===== src/hdl/sscm_consts.svh =====
`ifndef SSCM_CONSTS_SVH
`define SSCM_CONSTS_SVH
`define SSCM_ADDR_CTRL 4'h0
`define SSCM_ADDR_STATUS 4'h1
`define SSCM_ADDR_MASK 4'h2
`define SSCM_ADDR_LEVEL 4'h3
`define SSCM_ADDR_POP 4'h4
`define SSCM_ADDR_DATA 4'h5
`define SSCM_ADDR_CHAN 4'h6
`define SSCM_ADDR_IDLES 4'h7
`define SSCM_ADDR_FLAGS 4'h8
`define SSCM_ADDR_ERR 4'h9
`define SSCM_ADDR_EMPTY 4'ha
`define SSCM_EV_RDY_ON 0
`define SSCM_EV_RDY_OFF 1
`define SSCM_EV_RX 2
`define SSCM_EV_OVF 3
`define SSCM_EV_W 4
`define SSCM_CTRL_READY 0
`define SSCM_FLAG_SOP 0
`define SSCM_FLAG_EOP 1
`define SSCM_IDLE_MAX 32'hffffffff
`endif


===== src/hdl/sscm_pkg.sv =====
package sscm_pkg;
	typedef struct packed {
		logic [3:0] addr;
		logic [31:0] wdata;
		logic wr;
		logic rd;
	} sscm_bus_type;
endpackage : sscm_pkg


===== src/hdl/sscm_sink.sv =====
// Design decisions made here: the strobed register port and the register offsets.
`timescale 1ns/1ps
`default_nettype none
`include "sscm_consts.svh"
module sscm_sink import sscm_pkg::*; #(
	parameter int USE_PACKETS = 0,
	parameter int USE_CHANNEL = 0,
	parameter int USE_ERROR = 0,
	parameter int USE_READY = 1,
	parameter int USE_VALID = 1,
	parameter int USE_EMPTY = 0,
	parameter int SYMBOL_W = 8,
	parameter int NUM_SYMBOLS = 4,
	parameter int CHANNEL_W = 1,
	parameter int ERROR_W = 1,
	parameter int EMPTY_W = 1,
	parameter int READY_LATENCY = 0,
	parameter int BEATS_PER_CYCLE = 1,
	parameter int DEPTH = 16,
	parameter int PTR_W = 4
) (
	input wire logic MCLK, // 250 MHz clock
	input wire logic RESET_N, // Async reset, low active
	input wire logic CE, // Clock enable
	input wire sscm_bus_type BUS, // Register request
	output logic [31:0] RDATA, // Read data, one cycle after read
	output logic IRQ, // Level interrupt
	output logic READY, // Stream ready
	input wire logic VALID, // Stream valid
	input wire logic [SYMBOL_W*NUM_SYMBOLS*BEATS_PER_CYCLE-1:0] DATA, // Stream data
	input wire logic [CHANNEL_W-1:0] CHANNEL, // Channel id
	input wire logic [ERROR_W-1:0] ERROR, // Error bits
	input wire logic SOP, // Start of packet
	input wire logic EOP, // End of packet
	input wire logic [EMPTY_W-1:0] EMPTY // Empty symbol count
);
	localparam int DW = SYMBOL_W * NUM_SYMBOLS * BEATS_PER_CYCLE;
	localparam int LW = READY_LATENCY + 1;

	initial begin
		if (SYMBOL_W < 1 || SYMBOL_W > 1024 || NUM_SYMBOLS < 1 || NUM_SYMBOLS > 1024 ||
			CHANNEL_W < 1 || CHANNEL_W > 32 || ERROR_W < 1 || ERROR_W > 1024 ||
			EMPTY_W < 1 || EMPTY_W > 1024 || READY_LATENCY < 0 || READY_LATENCY > 8 ||
			BEATS_PER_CYCLE < 1 || BEATS_PER_CYCLE > 1024 || DW > 32 * 64 ||
			DEPTH != (1 << PTR_W) || PTR_W > 16) begin
			$error("sscm_sink: illegal parameter");
		end
	end

	typedef struct packed {
		logic [DW-1:0] data;
		logic [CHANNEL_W-1:0] chan;
		logic [ERROR_W-1:0] err;
		logic [EMPTY_W-1:0] empty;
		logic sop;
		logic eop;
		logic [31:0] idles;
	} sscm_desc_type;

	typedef struct packed {
		logic ready_cmd;
		logic ready;
		logic [LW-1:0] rdy_hist;
		logic [31:0] idle_cnt;
		logic [`SSCM_EV_W-1:0] status;
		logic [`SSCM_EV_W-1:0] mask;
		logic [PTR_W:0] wptr;
		logic [PTR_W:0] rptr;
		sscm_desc_type cur;
		logic [31:0] rdata;
		logic irq;
	} sscm_state_type;

	sscm_state_type r, next_r;
	sscm_desc_type queue [DEPTH];

	function automatic logic [31:0] word_of(input logic [DW-1:0] d, input logic [31:0] sel);
		logic [DW+31:0] ext;
		ext = {32'h0, d};
		word_of = ext[sel[10:0]*32 +: 32];
	endfunction : word_of

	wire logic [PTR_W:0] level = r.wptr - r.rptr;
	wire logic full = level[PTR_W];
	wire logic vin = (USE_VALID != 0) ? VALID : 1'b1;
	// Bit 0 is ready now, bit n is ready n cycles back
	wire logic [LW:0] ready_line = {r.rdy_hist, r.ready};
	wire logic rdy_ok = (USE_READY != 0) ? ready_line[READY_LATENCY] : 1'b1;
	// no protocol checks: any beat meeting the handshake is kept unless the queue is full
	wire logic take = vin && rdy_ok;
	wire logic push = take && !full;

	sscm_desc_type beat;
	always_comb begin
		beat = '0;
		beat.data = DATA;
		beat.idles = r.idle_cnt;
		if (USE_CHANNEL != 0) beat.chan = CHANNEL;
		if (USE_ERROR != 0) beat.err = ERROR;
		if (USE_PACKETS != 0) begin
			beat.sop = SOP;
			beat.eop = EOP;
			if (USE_EMPTY != 0) beat.empty = EMPTY;
		end
	end

	always_comb begin
		logic [`SSCM_EV_W-1:0] ev;
		logic pop;
		ev = '0;
		pop = 1'b0;
		next_r = r;
		// ready follows the command only with the ready port on
		next_r.ready = (USE_READY != 0) ? r.ready_cmd : 1'b1;
		next_r.rdy_hist = LW'({r.rdy_hist, r.ready});
		ev[`SSCM_EV_RDY_ON] = next_r.ready && !r.ready;
		ev[`SSCM_EV_RDY_OFF] = !next_r.ready && r.ready;
		ev[`SSCM_EV_RX] = push;
		ev[`SSCM_EV_OVF] = take && full;
		if (take) begin
			next_r.idle_cnt = '0;
		end else if (r.idle_cnt != `SSCM_IDLE_MAX) begin
			next_r.idle_cnt = r.idle_cnt + 32'h1;
		end
		if (push) next_r.wptr = r.wptr + 1'b1;
		next_r.rdata = '0;
		if (BUS.wr) begin
			if (BUS.addr == `SSCM_ADDR_CTRL) begin
				next_r.ready_cmd = BUS.wdata[`SSCM_CTRL_READY];
			end else if (BUS.addr == `SSCM_ADDR_MASK) begin
				next_r.mask = BUS.wdata[`SSCM_EV_W-1:0];
			end else if (BUS.addr == `SSCM_ADDR_POP) begin
				pop = level != '0;
			end
		end
		if (BUS.rd) begin
			if (BUS.addr == `SSCM_ADDR_CTRL) begin
				next_r.rdata[`SSCM_CTRL_READY] = r.ready_cmd;
			end else if (BUS.addr == `SSCM_ADDR_STATUS) begin
				next_r.rdata[`SSCM_EV_W-1:0] = r.status;
			end else if (BUS.addr == `SSCM_ADDR_MASK) begin
				next_r.rdata[`SSCM_EV_W-1:0] = r.mask;
			end else if (BUS.addr == `SSCM_ADDR_LEVEL) begin
				next_r.rdata[PTR_W:0] = level;
			end else if (BUS.addr == `SSCM_ADDR_DATA) begin
				next_r.rdata = word_of(r.cur.data, BUS.wdata);
			end else if (BUS.addr == `SSCM_ADDR_CHAN) begin
				next_r.rdata[CHANNEL_W-1:0] = r.cur.chan;
			end else if (BUS.addr == `SSCM_ADDR_IDLES) begin
				next_r.rdata = r.cur.idles;
			end else if (BUS.addr == `SSCM_ADDR_FLAGS) begin
				next_r.rdata[`SSCM_FLAG_SOP] = r.cur.sop;
				next_r.rdata[`SSCM_FLAG_EOP] = r.cur.eop;
			end else if (BUS.addr == `SSCM_ADDR_ERR) begin
				next_r.rdata[(ERROR_W > 32 ? 32 : ERROR_W)-1:0] =
					r.cur.err[(ERROR_W > 32 ? 32 : ERROR_W)-1:0];
			end else if (BUS.addr == `SSCM_ADDR_EMPTY) begin
				next_r.rdata[(EMPTY_W > 32 ? 32 : EMPTY_W)-1:0] =
					r.cur.empty[(EMPTY_W > 32 ? 32 : EMPTY_W)-1:0];
			end
		end
		if (pop) begin
			next_r.cur = queue[r.rptr[PTR_W-1:0]];
			next_r.rptr = r.rptr + 1'b1;
		end
		// Read clears the status, but a new event in the same cycle wins
		if (BUS.rd && BUS.addr == `SSCM_ADDR_STATUS) next_r.status = ev;
		else next_r.status = r.status | ev;
		next_r.irq = |(next_r.status & next_r.mask);
	end

	always_ff @(posedge MCLK or negedge RESET_N) begin
		if (!RESET_N) begin
			r <= '0;
		end else if (CE) begin
			r <= next_r;
		end
	end

	always_ff @(posedge MCLK) begin
		if (CE && push) begin
			queue[r.wptr[PTR_W-1:0]] <= beat;
		end
	end

	assign RDATA = r.rdata;
	assign IRQ = r.irq;
	assign READY = r.ready;

	a_rdy_follow: assert property (@(posedge MCLK) disable iff (!RESET_N)
		(CE && USE_READY != 0)
		|=> READY == $past(r.ready_cmd))
		else $error("ready did not follow command");

	a_rdy_forced: assert property (@(posedge MCLK) disable iff (!RESET_N)
		(CE && USE_READY == 0)
		|=> READY)
		else $error("ready not held without ready port");

	a_rdy_on_event: assert property (@(posedge MCLK) disable iff (!RESET_N)
		(CE && $rose(READY))
		|-> r.status[`SSCM_EV_RDY_ON])
		else $error("ready rise event missing");

	a_rdy_off_event: assert property (@(posedge MCLK) disable iff (!RESET_N)
		(CE && $fell(READY))
		|-> r.status[`SSCM_EV_RDY_OFF])
		else $error("ready fall event missing");

	a_push_rx: assert property (@(posedge MCLK) disable iff (!RESET_N)
		(CE && push)
		|=> (r.status[`SSCM_EV_RX] && r.wptr == $past(r.wptr) + 1'b1))
		else $error("captured beat not queued");

	a_capture_gate: assert property (@(posedge MCLK) disable iff (!RESET_N)
		push
		|-> (USE_READY == 0 || ready_line[READY_LATENCY]))
		else $error("capture without ready");

	a_rx_needs_valid: assert property (@(posedge MCLK) disable iff (!RESET_N)
		push
		|-> (USE_VALID == 0 || VALID))
		else $error("capture without valid");

	a_idle_clear: assert property (@(posedge MCLK) disable iff (!RESET_N)
		(CE && take)
		|=> r.idle_cnt == 32'h0)
		else $error("idle count not cleared");

	a_idle_count: assert property (@(posedge MCLK) disable iff (!RESET_N)
		(CE && !take && r.idle_cnt < 32'h10)
		|=> r.idle_cnt == $past(r.idle_cnt) + 32'h1)
		else $error("idle count stuck");

	a_idle_saturate: assert property (@(posedge MCLK) disable iff (!RESET_N)
		(CE && !take && r.idle_cnt == `SSCM_IDLE_MAX)
		|=> r.idle_cnt == `SSCM_IDLE_MAX)
		else $error("idle count wrapped");

	a_irq_level: assert property (@(posedge MCLK) disable iff (!RESET_N)
		1'b1
		|-> IRQ == |(r.status & r.mask))
		else $error("interrupt level wrong");

	a_ce_freeze: assert property (@(posedge MCLK) disable iff (!RESET_N)
		!CE
		|=> $stable(r))
		else $error("state moved with clock enable low");

	a_ovf_event: assert property (@(posedge MCLK) disable iff (!RESET_N)
		(CE && take && full)
		|=> r.status[`SSCM_EV_OVF])
		else $error("overflow event missing");

	a_no_push_full: assert property (@(posedge MCLK) disable iff (!RESET_N)
		full
		|-> !push)
		else $error("push into full queue");

	a_level_bound: assert property (@(posedge MCLK) disable iff (!RESET_N)
		1'b1
		|-> level <= DEPTH)
		else $error("queue level beyond depth");

	a_wptr_hold: assert property (@(posedge MCLK) disable iff (!RESET_N)
		(CE && !push)
		|=> r.wptr == $past(r.wptr))
		else $error("write pointer moved without capture");

	a_pop_advance: assert property (@(posedge MCLK) disable iff (!RESET_N)
		(CE && BUS.wr && BUS.addr == `SSCM_ADDR_POP && level != '0)
		|=> r.rptr == $past(r.rptr) + 1'b1)
		else $error("pop did not advance");

	a_pop_empty: assert property (@(posedge MCLK) disable iff (!RESET_N)
		(CE && BUS.wr && BUS.addr == `SSCM_ADDR_POP && level == '0)
		|=> r.rptr == $past(r.rptr))
		else $error("pop on empty queue moved pointer");

	a_cur_hold: assert property (@(posedge MCLK) disable iff (!RESET_N)
		(CE && !(BUS.wr && BUS.addr == `SSCM_ADDR_POP))
		|=> $stable(r.cur))
		else $error("current descriptor changed without pop");

	a_illegal_kept: assert property (@(posedge MCLK) disable iff (!RESET_N)
		(CE && push && USE_PACKETS != 0 && EOP && !SOP)
		|=> r.status[`SSCM_EV_RX])
		else $error("illegal beat not queued");

	a_rdata_idle: assert property (@(posedge MCLK) disable iff (!RESET_N)
		(CE && !BUS.rd)
		|=> RDATA == 32'h0)
		else $error("read data without read");

	a_status_read: assert property (@(posedge MCLK) disable iff (!RESET_N)
		(CE && BUS.rd && BUS.addr == `SSCM_ADDR_STATUS)
		|=> RDATA[`SSCM_EV_W-1:0] == $past(r.status))
		else $error("status read wrong");

	a_status_clear: assert property (@(posedge MCLK) disable iff (!RESET_N)
		(CE && BUS.rd && BUS.addr == `SSCM_ADDR_STATUS && !take &&
			READY == ((USE_READY != 0) ? r.ready_cmd : 1'b1))
		|=> r.status == '0)
		else $error("status not cleared by read");

	a_mask_write: assert property (@(posedge MCLK) disable iff (!RESET_N)
		(CE && BUS.wr && BUS.addr == `SSCM_ADDR_MASK)
		|=> r.mask == $past(BUS.wdata[`SSCM_EV_W-1:0]))
		else $error("mask write lost");

	a_mask_read: assert property (@(posedge MCLK) disable iff (!RESET_N)
		(CE && BUS.rd && BUS.addr == `SSCM_ADDR_MASK)
		|=> RDATA[`SSCM_EV_W-1:0] == $past(r.mask))
		else $error("mask read wrong");

	a_ctrl_write: assert property (@(posedge MCLK) disable iff (!RESET_N)
		(CE && BUS.wr && BUS.addr == `SSCM_ADDR_CTRL)
		|=> r.ready_cmd == $past(BUS.wdata[`SSCM_CTRL_READY]))
		else $error("ready command write lost");

	a_level_read: assert property (@(posedge MCLK) disable iff (!RESET_N)
		(CE && BUS.rd && BUS.addr == `SSCM_ADDR_LEVEL)
		|=> RDATA[PTR_W:0] == $past(level))
		else $error("level read wrong");

	a_chan_read: assert property (@(posedge MCLK) disable iff (!RESET_N)
		(CE && BUS.rd && BUS.addr == `SSCM_ADDR_CHAN)
		|=> RDATA[CHANNEL_W-1:0] == $past(r.cur.chan))
		else $error("channel read wrong");

	a_idles_read: assert property (@(posedge MCLK) disable iff (!RESET_N)
		(CE && BUS.rd && BUS.addr == `SSCM_ADDR_IDLES)
		|=> RDATA == $past(r.cur.idles))
		else $error("idle count read wrong");

	a_flags_read: assert property (@(posedge MCLK) disable iff (!RESET_N)
		(CE && BUS.rd && BUS.addr == `SSCM_ADDR_FLAGS)
		|=> (RDATA[`SSCM_FLAG_EOP] == $past(r.cur.eop) && RDATA[`SSCM_FLAG_SOP] == $past(r.cur.sop)))
		else $error("packet flags read wrong");

	a_no_pkt_flags: assert property (@(posedge MCLK) disable iff (!RESET_N)
		(USE_PACKETS == 0)
		|-> (!beat.sop && !beat.eop))
		else $error("packet flags without packet option");

	a_empty_off: assert property (@(posedge MCLK) disable iff (!RESET_N)
		(USE_PACKETS == 0 || USE_EMPTY == 0)
		|-> beat.empty == '0)
		else $error("empty captured without empty port");

	a_no_chan: assert property (@(posedge MCLK) disable iff (!RESET_N)
		(USE_CHANNEL == 0)
		|-> beat.chan == '0)
		else $error("channel captured without channel port");

	a_err_off: assert property (@(posedge MCLK) disable iff (!RESET_N)
		(USE_ERROR == 0)
		|-> beat.err == '0)
		else $error("error captured without error port");

	generate
		for (genvar i = 0; i < `SSCM_EV_W; i++) begin : g_sticky
			a_status_sticky: assert property (@(posedge MCLK) disable iff (!RESET_N)
				(CE && r.status[i] && !(BUS.rd && BUS.addr == `SSCM_ADDR_STATUS))
				|=> r.status[i])
				else $error("status bit lost");
		end
	endgenerate

	c_capture: cover property (@(posedge MCLK) push);
	c_illegal: cover property (@(posedge MCLK) push && EOP && !SOP);
	c_full: cover property (@(posedge MCLK) take && full);
	c_pop: cover property (@(posedge MCLK) BUS.wr && BUS.addr == `SSCM_ADDR_POP && level != '0);
	c_backpressure: cover property (@(posedge MCLK) $fell(READY));
endmodule : sscm_sink
`default_nettype wire


===== config.mk =====
export PLATFORM = sky130hd
export DESIGN_NAME = sscm_sink
export DESIGN_NICKNAME = d
export VERILOG_FILES = /design/src/hdl/sscm_pkg.sv /design/src/hdl/sscm_sink.sv
export VERILOG_INCLUDE_DIRS = /design/src /design/src/hdl
export SDC_FILE = /design/constraint.sdc
export NUM_CORES = 1
export LEC_CHECK = 0
export BUFFER_PORTS_ARGS = -buffer_cell sky130_fd_sc_hd__clkbuf_2
export CAP_MARGIN = 10
export CORE_ASPECT_RATIO = 0.8
export CORE_MARGIN = 8
export CORE_UTILIZATION = 54
export DETAILED_ROUTE_END_ITERATION = 16
export HOLD_SLACK_MARGIN = 0.12
export PLACE_DENSITY = 0.7
export SLEW_MARGIN = 5
export SYNTH_ARGS = -nofsm -noshare
export SYNTH_HDL_FRONTEND = slang
export SYNTH_SLANG_ARGS = --single-unit

===== constraint.sdc =====
create_clock -name MCLK -period 15.2 [get_ports MCLK]
set_input_delay 1.52 -clock MCLK [delete_from_list [all_inputs] [get_ports MCLK]]
set_output_delay 1.52 -clock MCLK [all_outputs]
set_load 0.02 [all_outputs]

==> results of run 1 <==
logic make-up after synthesis:
logic type / Yosys count
adder cells (fa/ha/maj): 11
buffers and inverters: 246
multiplexers: 461
AND/OR/NAND/NOR: 245
AO/OA/AOI/OAI: 349
XOR/XNOR: 14
flip-flops: 1173
registers in the layout, summed over array words and instances (netlist names):
signal and cells:
IRQ 1, beat 32, queue 1024, r 82
next_r 1, RDATA 32, READY 1
cell usage after synthesis (13+ instances only):
cell type,number
edfxtp_1,1024
mux2_2,262
dfrtp_1,149
mux4_2,128
o22ai_1,128
nor2_1,87
inv_1,75
mux2i_1,70
o221ai_1,65
clkbuf_1,60
buf_2,54
buf_4,35
a21oi_1,32
nand2_1,32
a22oi_1,31
nand3_1,29
o2bb2ai_1,27
buf_1,15
nand4_1,15
o21ai_0,15
o21ai_1,13
worst reg2reg max path: cells and delay by family, from the launching register on:
kind,cells,cell delay (ns)
AO/OA/AOI/OAI,1,0.32
XOR/XNOR,1,0.16
adder cells (fa/ha/maj),2,0.76
buffers and inverters,2,1.11
flip-flops,1,0.74
AND/OR/NAND/NOR,3,1.40
per-layer routing:
layer	part of all wire	routed length [um]	global-route usage
met2	0.47	51600	0.358
met5	0.00012	13	0
met3	0.099	10900	0.0571
met1	0.41	45200	0.327
met4	0.023	2520	0.0569
final timing paths:
path / cells after the start / slack [ns] / end
worst max-delay path: 7 / 10.13 / queue[6][40]$_DFFE_PP_
worst min-delay path: 1 / 0.49 / RDATA[23]$_DFFE_PN0P_
worst max register to register: 9 / 10.30 / queue[6][40]$_DFFE_PP_
worst min register to register: 1 / 0.49 / RDATA[23]$_DFFE_PN0P_
max in group asynchronous: 2 / 12.70 / r[103]$_DFFE_PN0P_
min in group asynchronous: 1 / 0.96 / r[70]$_DFFE_PN0P_
stage by stage:
step	util	hold slack [ns]	cells	power [uW]	setup slack, ns
3_3_place_gp	0.559	0.472	3584	5090	9.49
3_5_place_dp	0.559	0.475	3584	5120	9.37
2_1_floorplan	-	0.456	2499	4780	7.81
6_report	0.601	0.486	3793	7730	10.13
5_1_grt	0.601	0.505	3789	8010	9.99
4_1_cts	0.601	0.491	3788	7780	10.11
area by class of cell:
| type | count | area (sq um) | area share |
|---|---|---|---|
| inverters | 76 | 285 | 0.00556 |
| multi-input cells | 1080 | 10700 | 0.209 |
| clock buffers | 154 | 3080 | 0.0600 |
| repair buffers | 129 | 790 | 0.0154 |
| well taps | 1127 | 1410 | 0.0275 |
| clock inverters | 50 | 485 | 0.00947 |
| diodes | 4 | 10.0 | 0.000195 |
| flip-flops and latches | 1173 | 34500 | 0.672 |
power by group:
part           total [uW]  switching [uW]  internal, uW
Clock                2690            1160          1530
Combinational        1320             663           656
Sequential           3730             133          3590
==> summary.txt, run 1 <==
Min path
  • Worst hold start: RDATA[23]$_DFFE_PN0P_
  • Min-delay worst type: reg2reg

Setup path
  • Crit end category: flop
  • Crit-path max FO: 43
  • Worst path slowest cell: nor2_4
  • Cell family with most CP delay: buffers and inverters
  • Cell mode on critical path: buf_4
  • Buf/Inv on CP: 4
  • Worst-path cell chain: clkbuf_2 -> inv_2 -> nor2_2 -> buf_4 -> nand3_1 -> nor2_4 -> buf_4
  • Kind of critical path: in2reg
  • CP arrival: ~5.4 ns
  • CP Launch Point: CE
  • CP max stage delay: 0.90 ns
  • CP required: about 16 ns
  • Reg-to-reg startpoint: r[102]$_DFFE_PN0P_
  • Setup crit start kind: input pin

Clock tree
  • Clock Pin Slew Worst Setup and Hold Paths: around 0.06 ns
  • Clock Path Buffers: 3
  • CTS Buf Count: about 110
  • Clock sink count: 1173
  • Cts hold-fix bufs: 0
  • Later-pin clock latency in the skew report: between 0.6 and 0.7 ns
  • Setup bufs post-CTS: 0
  • H-tree levels: 3
  • PostCTS Resize Cnt: 0
  • Root buffer cell: clkbuf_16
  • CTS tree: built

Global route
  • Total grt overflow: 0
  • GR Util All Layers: 0.230
  • Largest net degree at the start of global routing: 82
  • Initial antenna violation count: 5
  • First-pass GRT wire length: around 160 mm
  • Vias in the first global route: about 24000

Floorplan
  • Row Count: between 90 and 100
  • Die area: 95300 sq um
  • Die Span Y: roughly 280 um
  • Top-Level Pins: approximately 110
  • Initial Utilization: 0.542
  • Core Area: ~85000 sq um
  • Die Wd: between 300 and 400 um

Synth
  • Main synth FF type: edfxtp_1
  • Mapped Area: between 40000 and 50000 sq um
  • Mux cell area share after synthesis: 0.142
  • Post-synth EDFFs: ~1000
  • Ys async rst share: 0.127
  • Xor/xnor share of the synthesized area: 0.00282
  • Number of synthesis warnings: 0
  • Area share of fa/ha/maj cells after synthesis: 0.00314
  • Post-synth top area cell: edfxtp_1
  • Synth Area in Compound Gates: 0.0533
  • Top cells by area, synth: edfxtp_1 (67%), dfrtp_1 (8.1%), mux2_2 (6.4%)
  • Top-area cell type share of the netlist area: 0.665
  • Main combinational cell family by area after synthesis: multiplexers
  • Syn Inst Count: approximately 2500
  • Synth Net Count: between 2000 and 3000
  • Mapped Avg Cell Area: 18.5 sq um
  • Post-synthesis sequential element count: 1173
  • Synth Area in Simple Gates: 0.0280
  • Register area share after synthesis: 0.746
  • Synth cell types: ~70

STA
  • Measured slew at the worst slew-check pin: between 1 and 1.5 ns
  • Final setup viols: 0
  • FMAX: approximately 200 MHz
  • Slew Limit Fails: 0
  • Tcrit/Tclk final: 0.334
  • Max_slew headroom: 0.258
  • Final TNS setup: 0 ns
  • Worst clock skew: approximately 0.05 ns
  • Hold violation count in the final report: 0
  • RSZ-0062 raised after global routing: false
  • Tmin final: 5.07 ns

Cells and area
  • Area Growth Syn to Fin: 11.0%
  • Commonest non-fill, non-tap cells in the layout: edfxtp_1 (1024), mux2_2 (262), dfrtp_1 (147)
  • Fill cells: roughly 6000
  • Final net count: between 2000 and 3000
  • Layout cells sized above 1: 0.272
  • Most common cell after layout, fill and taps aside: edfxtp_1
  • Design Area, Final: slightly above 50000 sq um

Run status
  • Outcome: finished, final reports clean

Drt
  • Via count: around 24000
  • Routed Antenna Nets: 0
  • DR vias/cell: ~6.4
  • Routed length per instance: about 29 um
  • Drt total wl: ~110 mm
  • Number of iterations in the first detailed-routing pass: 5
  • Drc violations: 0
  • Initial drt markers: 2506

Run
  • Max Cap Viol: 0

Power and ir drop
  • Pwr dens: 151 nW/um^2
  • Leak: 0.0177 uW
  • Largest vdd supply drop: about 0.00015 V

Place
  • Placed cell area: ~48000 sq um
  • Final GP Congestion: between 0.8 and 0.9
  • Hpwl dp: a little under 60 mm
  • Input/output buffers: 79
(Power assumes the default switching activity.)
==> run 2: changes to the inputs <==
--- a/config.mk
+++ b/config.mk
@@ -6,6 +6,7 @@
 export SDC_FILE = /design/constraint.sdc
 export NUM_CORES = 1
 export LEC_CHECK = 0
+export ABC_AREA = 1
 export BUFFER_PORTS_ARGS = -buffer_cell sky130_fd_sc_hd__clkbuf_2
 export CAP_MARGIN = 10
 export CORE_ASPECT_RATIO = 0.8
==> constraint.sdc (replaced) <==
create_clock -name MCLK -period 4.9 [get_ports MCLK]
set_input_delay 0.49 -clock MCLK [delete_from_list [all_inputs] [get_ports MCLK]]
set_output_delay 0.49 -clock MCLK [all_outputs]
set_load 0.02 [all_outputs]
==> run 2 against run 1 <==
Largest cell class unchanged. Critical endpoint is now r[50]$_DFFE_PN0P_. Combinational power grew to 3.4 times the previous value. Flip-flop and latch count unchanged. Cell area increased by 3.2%. First-iteration DRC count up 64%. Synthesized cell count increased by 64%. Hold slack got worse by 0.32 ns. Setup slack got worse by 9.1 ns. Synthesized area rose by 3.4%. Wire length rose by 6.2%. Critical path depth up 4. Largest power group unchanged. Via count up 29%.
==> summary.txt, run 2 <==
Cells and area
  • Fin cells: roughly 5400
  • Design Area, Final: 52900 sq um
  • Diode count: 0
  • Most common cell after layout, fill and taps aside: edfxtp_1
  • Area Growth Syn to Fin: 10.8%
  • Util after Layout: 0.604
  • Layout cells sized above 1: 0.0800
  • Max reg flops: about 1000
  • Fill cells: a little under 7000
  • Final net count: ~4200
  • Commonest non-fill, non-tap cells in the layout: edfxtp_1 (1024), nor2_1 (722), nand2_1 (693)

Run
  • Max Cap Viol: 0

Synth
  • Post-synth top area cell: edfxtp_1
  • Mapped Area: roughly 48000 sq um
  • Syn Inst Count: ~4100
  • Top cells by area, synth: edfxtp_1 (64%), dfrtp_1 (7.8%), nor2_1 (5.8%)
  • Register area share after synthesis: 0.721
  • Most common cell in the synthesized netlist: edfxtp_1
  • Post-synth EDFFs: approximately 1000
  • Commonest cells post-synth: edfxtp_1 (1024), nor2_1 (740), nand2_1 (693), o21ai_0 (525), clkbuf_1 (164)
  • Number of synthesis warnings: 0
  • Synth cell types: 37
  • Synth Net Count: between 4000 and 5000
  • Top-area cell type share of the netlist area: 0.643
  • Main synth FF type: edfxtp_1
  • Post-synthesis sequential element count: between 1000 and 1500
  • Ys async rst share: 0.127
  • Mapped Avg Cell Area: between 10 and 15 sq um

Floorplan
  • Initial Utilization: 0.545
  • Core Area: slightly below 90000 sq um
  • Die Span Y: between 200 and 300 um
  • Top-Level Pins: around 110
  • Row Count: 97
  • Die Wd: roughly 350 um
  • Die area: 98300 sq um

STA
  • Measured slew at the worst slew-check pin: 1.20 ns
  • FMAX: about 260 MHz
  • Tcrit/Tclk final: 0.795
  • Worst clock skew: between 0.02 and 0.03 ns
  • Tmin final: 3.90 ns
  • Hold violation count in the final report: 0
  • Final setup viols: 0
  • RSZ-0062 raised after global routing: false
  • Max_slew headroom: 0.202
  • Slew Limit Fails: 0

Place
  • Final GP Congestion: ~0.9
  • Cells after DPL: ~5100
  • Placed cell area: between 40000 and 50000 sq um
  • Hpwl dp: roughly 63 mm
  • Input/output buffers: 79

Power and ir drop
  • Leak: about 0.019 uW
  • Largest vdd supply drop: around 0.00029 V
  • Pwr dens: roughly 470 nW/um^2

Global route
  • GR Util All Layers: 0.233
  • Total grt overflow: 0
  • Vias in the first global route: between 20000 and 30000
  • Largest net degree at the start of global routing: approximately 220
  • Initial antenna violation count: 1
  • First-pass GRT wire length: 177 mm

Setup path
  • Cell mode on critical path: nand2_1
  • Worst path slowest cell: buf_4
  • Crit end category: flop
  • CP arrival: ~4.5 ns
  • Worst-path cell chain: buf_4 -> inv_6 -> ha_1 -> nand3b_1 -> nand2_1 -> xor2_1 -> o21ai_4 -> inv_2 -> buf_4 -> nand2_1 -> nand2_1
  • Cell family with most CP delay: buffers and inverters
  • Setup crit start kind: flop
  • Crit-path max FO: approximately 100
  • Buf/Inv on CP: 4
  • Kind of critical path: reg2reg
  • R2R Setup Slk: approximately 1 ns
  • CP max stage delay: between 0.7 and 0.8 ns
  • CP required: 5.52 ns

Drt
  • Via count: approximately 31000
  • Routed length per instance: around 22 um
  • Number of iterations in the first detailed-routing pass: 6
  • DR vias/cell: 5.85
  • Drc violations: 0
  • Routed Antenna Nets: 0
  • Initial drt markers: 4110
  • Drt total wl: 117 mm

Clock tree
  • Clock sink count: approximately 1200
  • Root buffer cell: clkbuf_16
  • PostCTS Resize Cnt: 0
  • Clock Pin Slew Worst Setup and Hold Paths: 0.06 ns
  • Later-pin clock latency in the skew report: 0.69 ns
  • H-tree levels: 3
  • CTS Buf Count: ~110
  • Clock Path Buffers: 3
  • Cts hold-fix bufs: 4
  • CTS tree: built
  • Setup bufs post-CTS: 0

Run status
  • Outcome: finished, final reports clean

Min path
  • Min-delay worst type: in2reg
==> run 2: power breakdown <==
part | switching [uW] | internal, uW
clock | 3700 | 4870
combinational | 3230 | 1290
sequential | 379 | 11300
total | 7300 | 17400
==> run 2: area by class of cell <==
| type | count | area [sq um] | area share |
|---|---|---|---|
| multi-input combinational | 2515 | 11700 | 0.221 |
| timing repair buffer | 143 | 1170 | 0.0221 |
| clock inverter | 61 | 641 | 0.0121 |
| tap | 1188 | 1490 | 0.0281 |
| sequential | 1173 | 34500 | 0.652 |
| inverter | 124 | 482 | 0.00910 |
| clock buffer | 146 | 2980 | 0.0563 |
==> run 2: routing by layer <==
metal	wire length, um	up-vias	track usage
li1	-	14400	-
met1	52400	15400	0.357
met2	51200	1376	0.348
met3	11200	182	0.0459
met4	2290	0	0.0537
met5	0	-	0
==> run 2: worst paths after layout <==
path / from / endpoint / cells past startpoint
max: r[103]$_DFFE_PN0P_ / r[50]$_DFFE_PN0P_ / 11
min: BUS[1] / r[112]$_DFFE_PN0P_ / 3
max reg2reg: r[103]$_DFFE_PN0P_ / r[50]$_DFFE_PN0P_ / 11
min reg2reg: RDATA[1]$_DFFE_PN0P_ / RDATA[1]$_DFFE_PN0P_ / 2
max in group asynchronous: RESET_N / beat[0]$_DFFE_PN0P_ / 3
min in group asynchronous: RESET_N / RDATA[11]$_DFFE_PN0P_ / 2
==> run 2: cell families after synthesis <==
| kind of cell | after synthesis | share of synthesized area |
|---|---|---|
| AOI/OAI and AO/OA | 912 | 0.107 |
| xor gates and xnor gates | 19 | 0.00348 |
| adders and majority gates | 11 | 0.00304 |
| buffers and inverters | 400 | 0.0369 |
| DFF | 1173 | 0.721 |
| and+or+nand+nor | 1573 | 0.128 |
==> run 2: worst register-to-register path, stage by stage, from the launching register on <==
cell,delay [ns]
dfrtp_4,0.42
buf_4,0.73
inv_6,0.58
ha_1,0.51
nand3b_1,0.07
nand2_1,0.08
xor2_1,0.31
o21ai_4,0.08
inv_2,0.46
buf_4,0.38
nand2_1,0.13
nand2_1,0.08
==> run 2: through the flow <==
stage	setup WS [ns]	total power [uW]	TNS, ns	hold slack, ns
3_5_place_dp	1.08	16300	0	0.466
2_1_floorplan	-0.163	14800	-125.26	0.194
5_1_grt	0.790	25800	0	0.162
3_3_place_gp	1.14	16200	0	0.463
6_report	1.00	24800	0	0.167
4_1_cts	1.04	24800	0	0.127
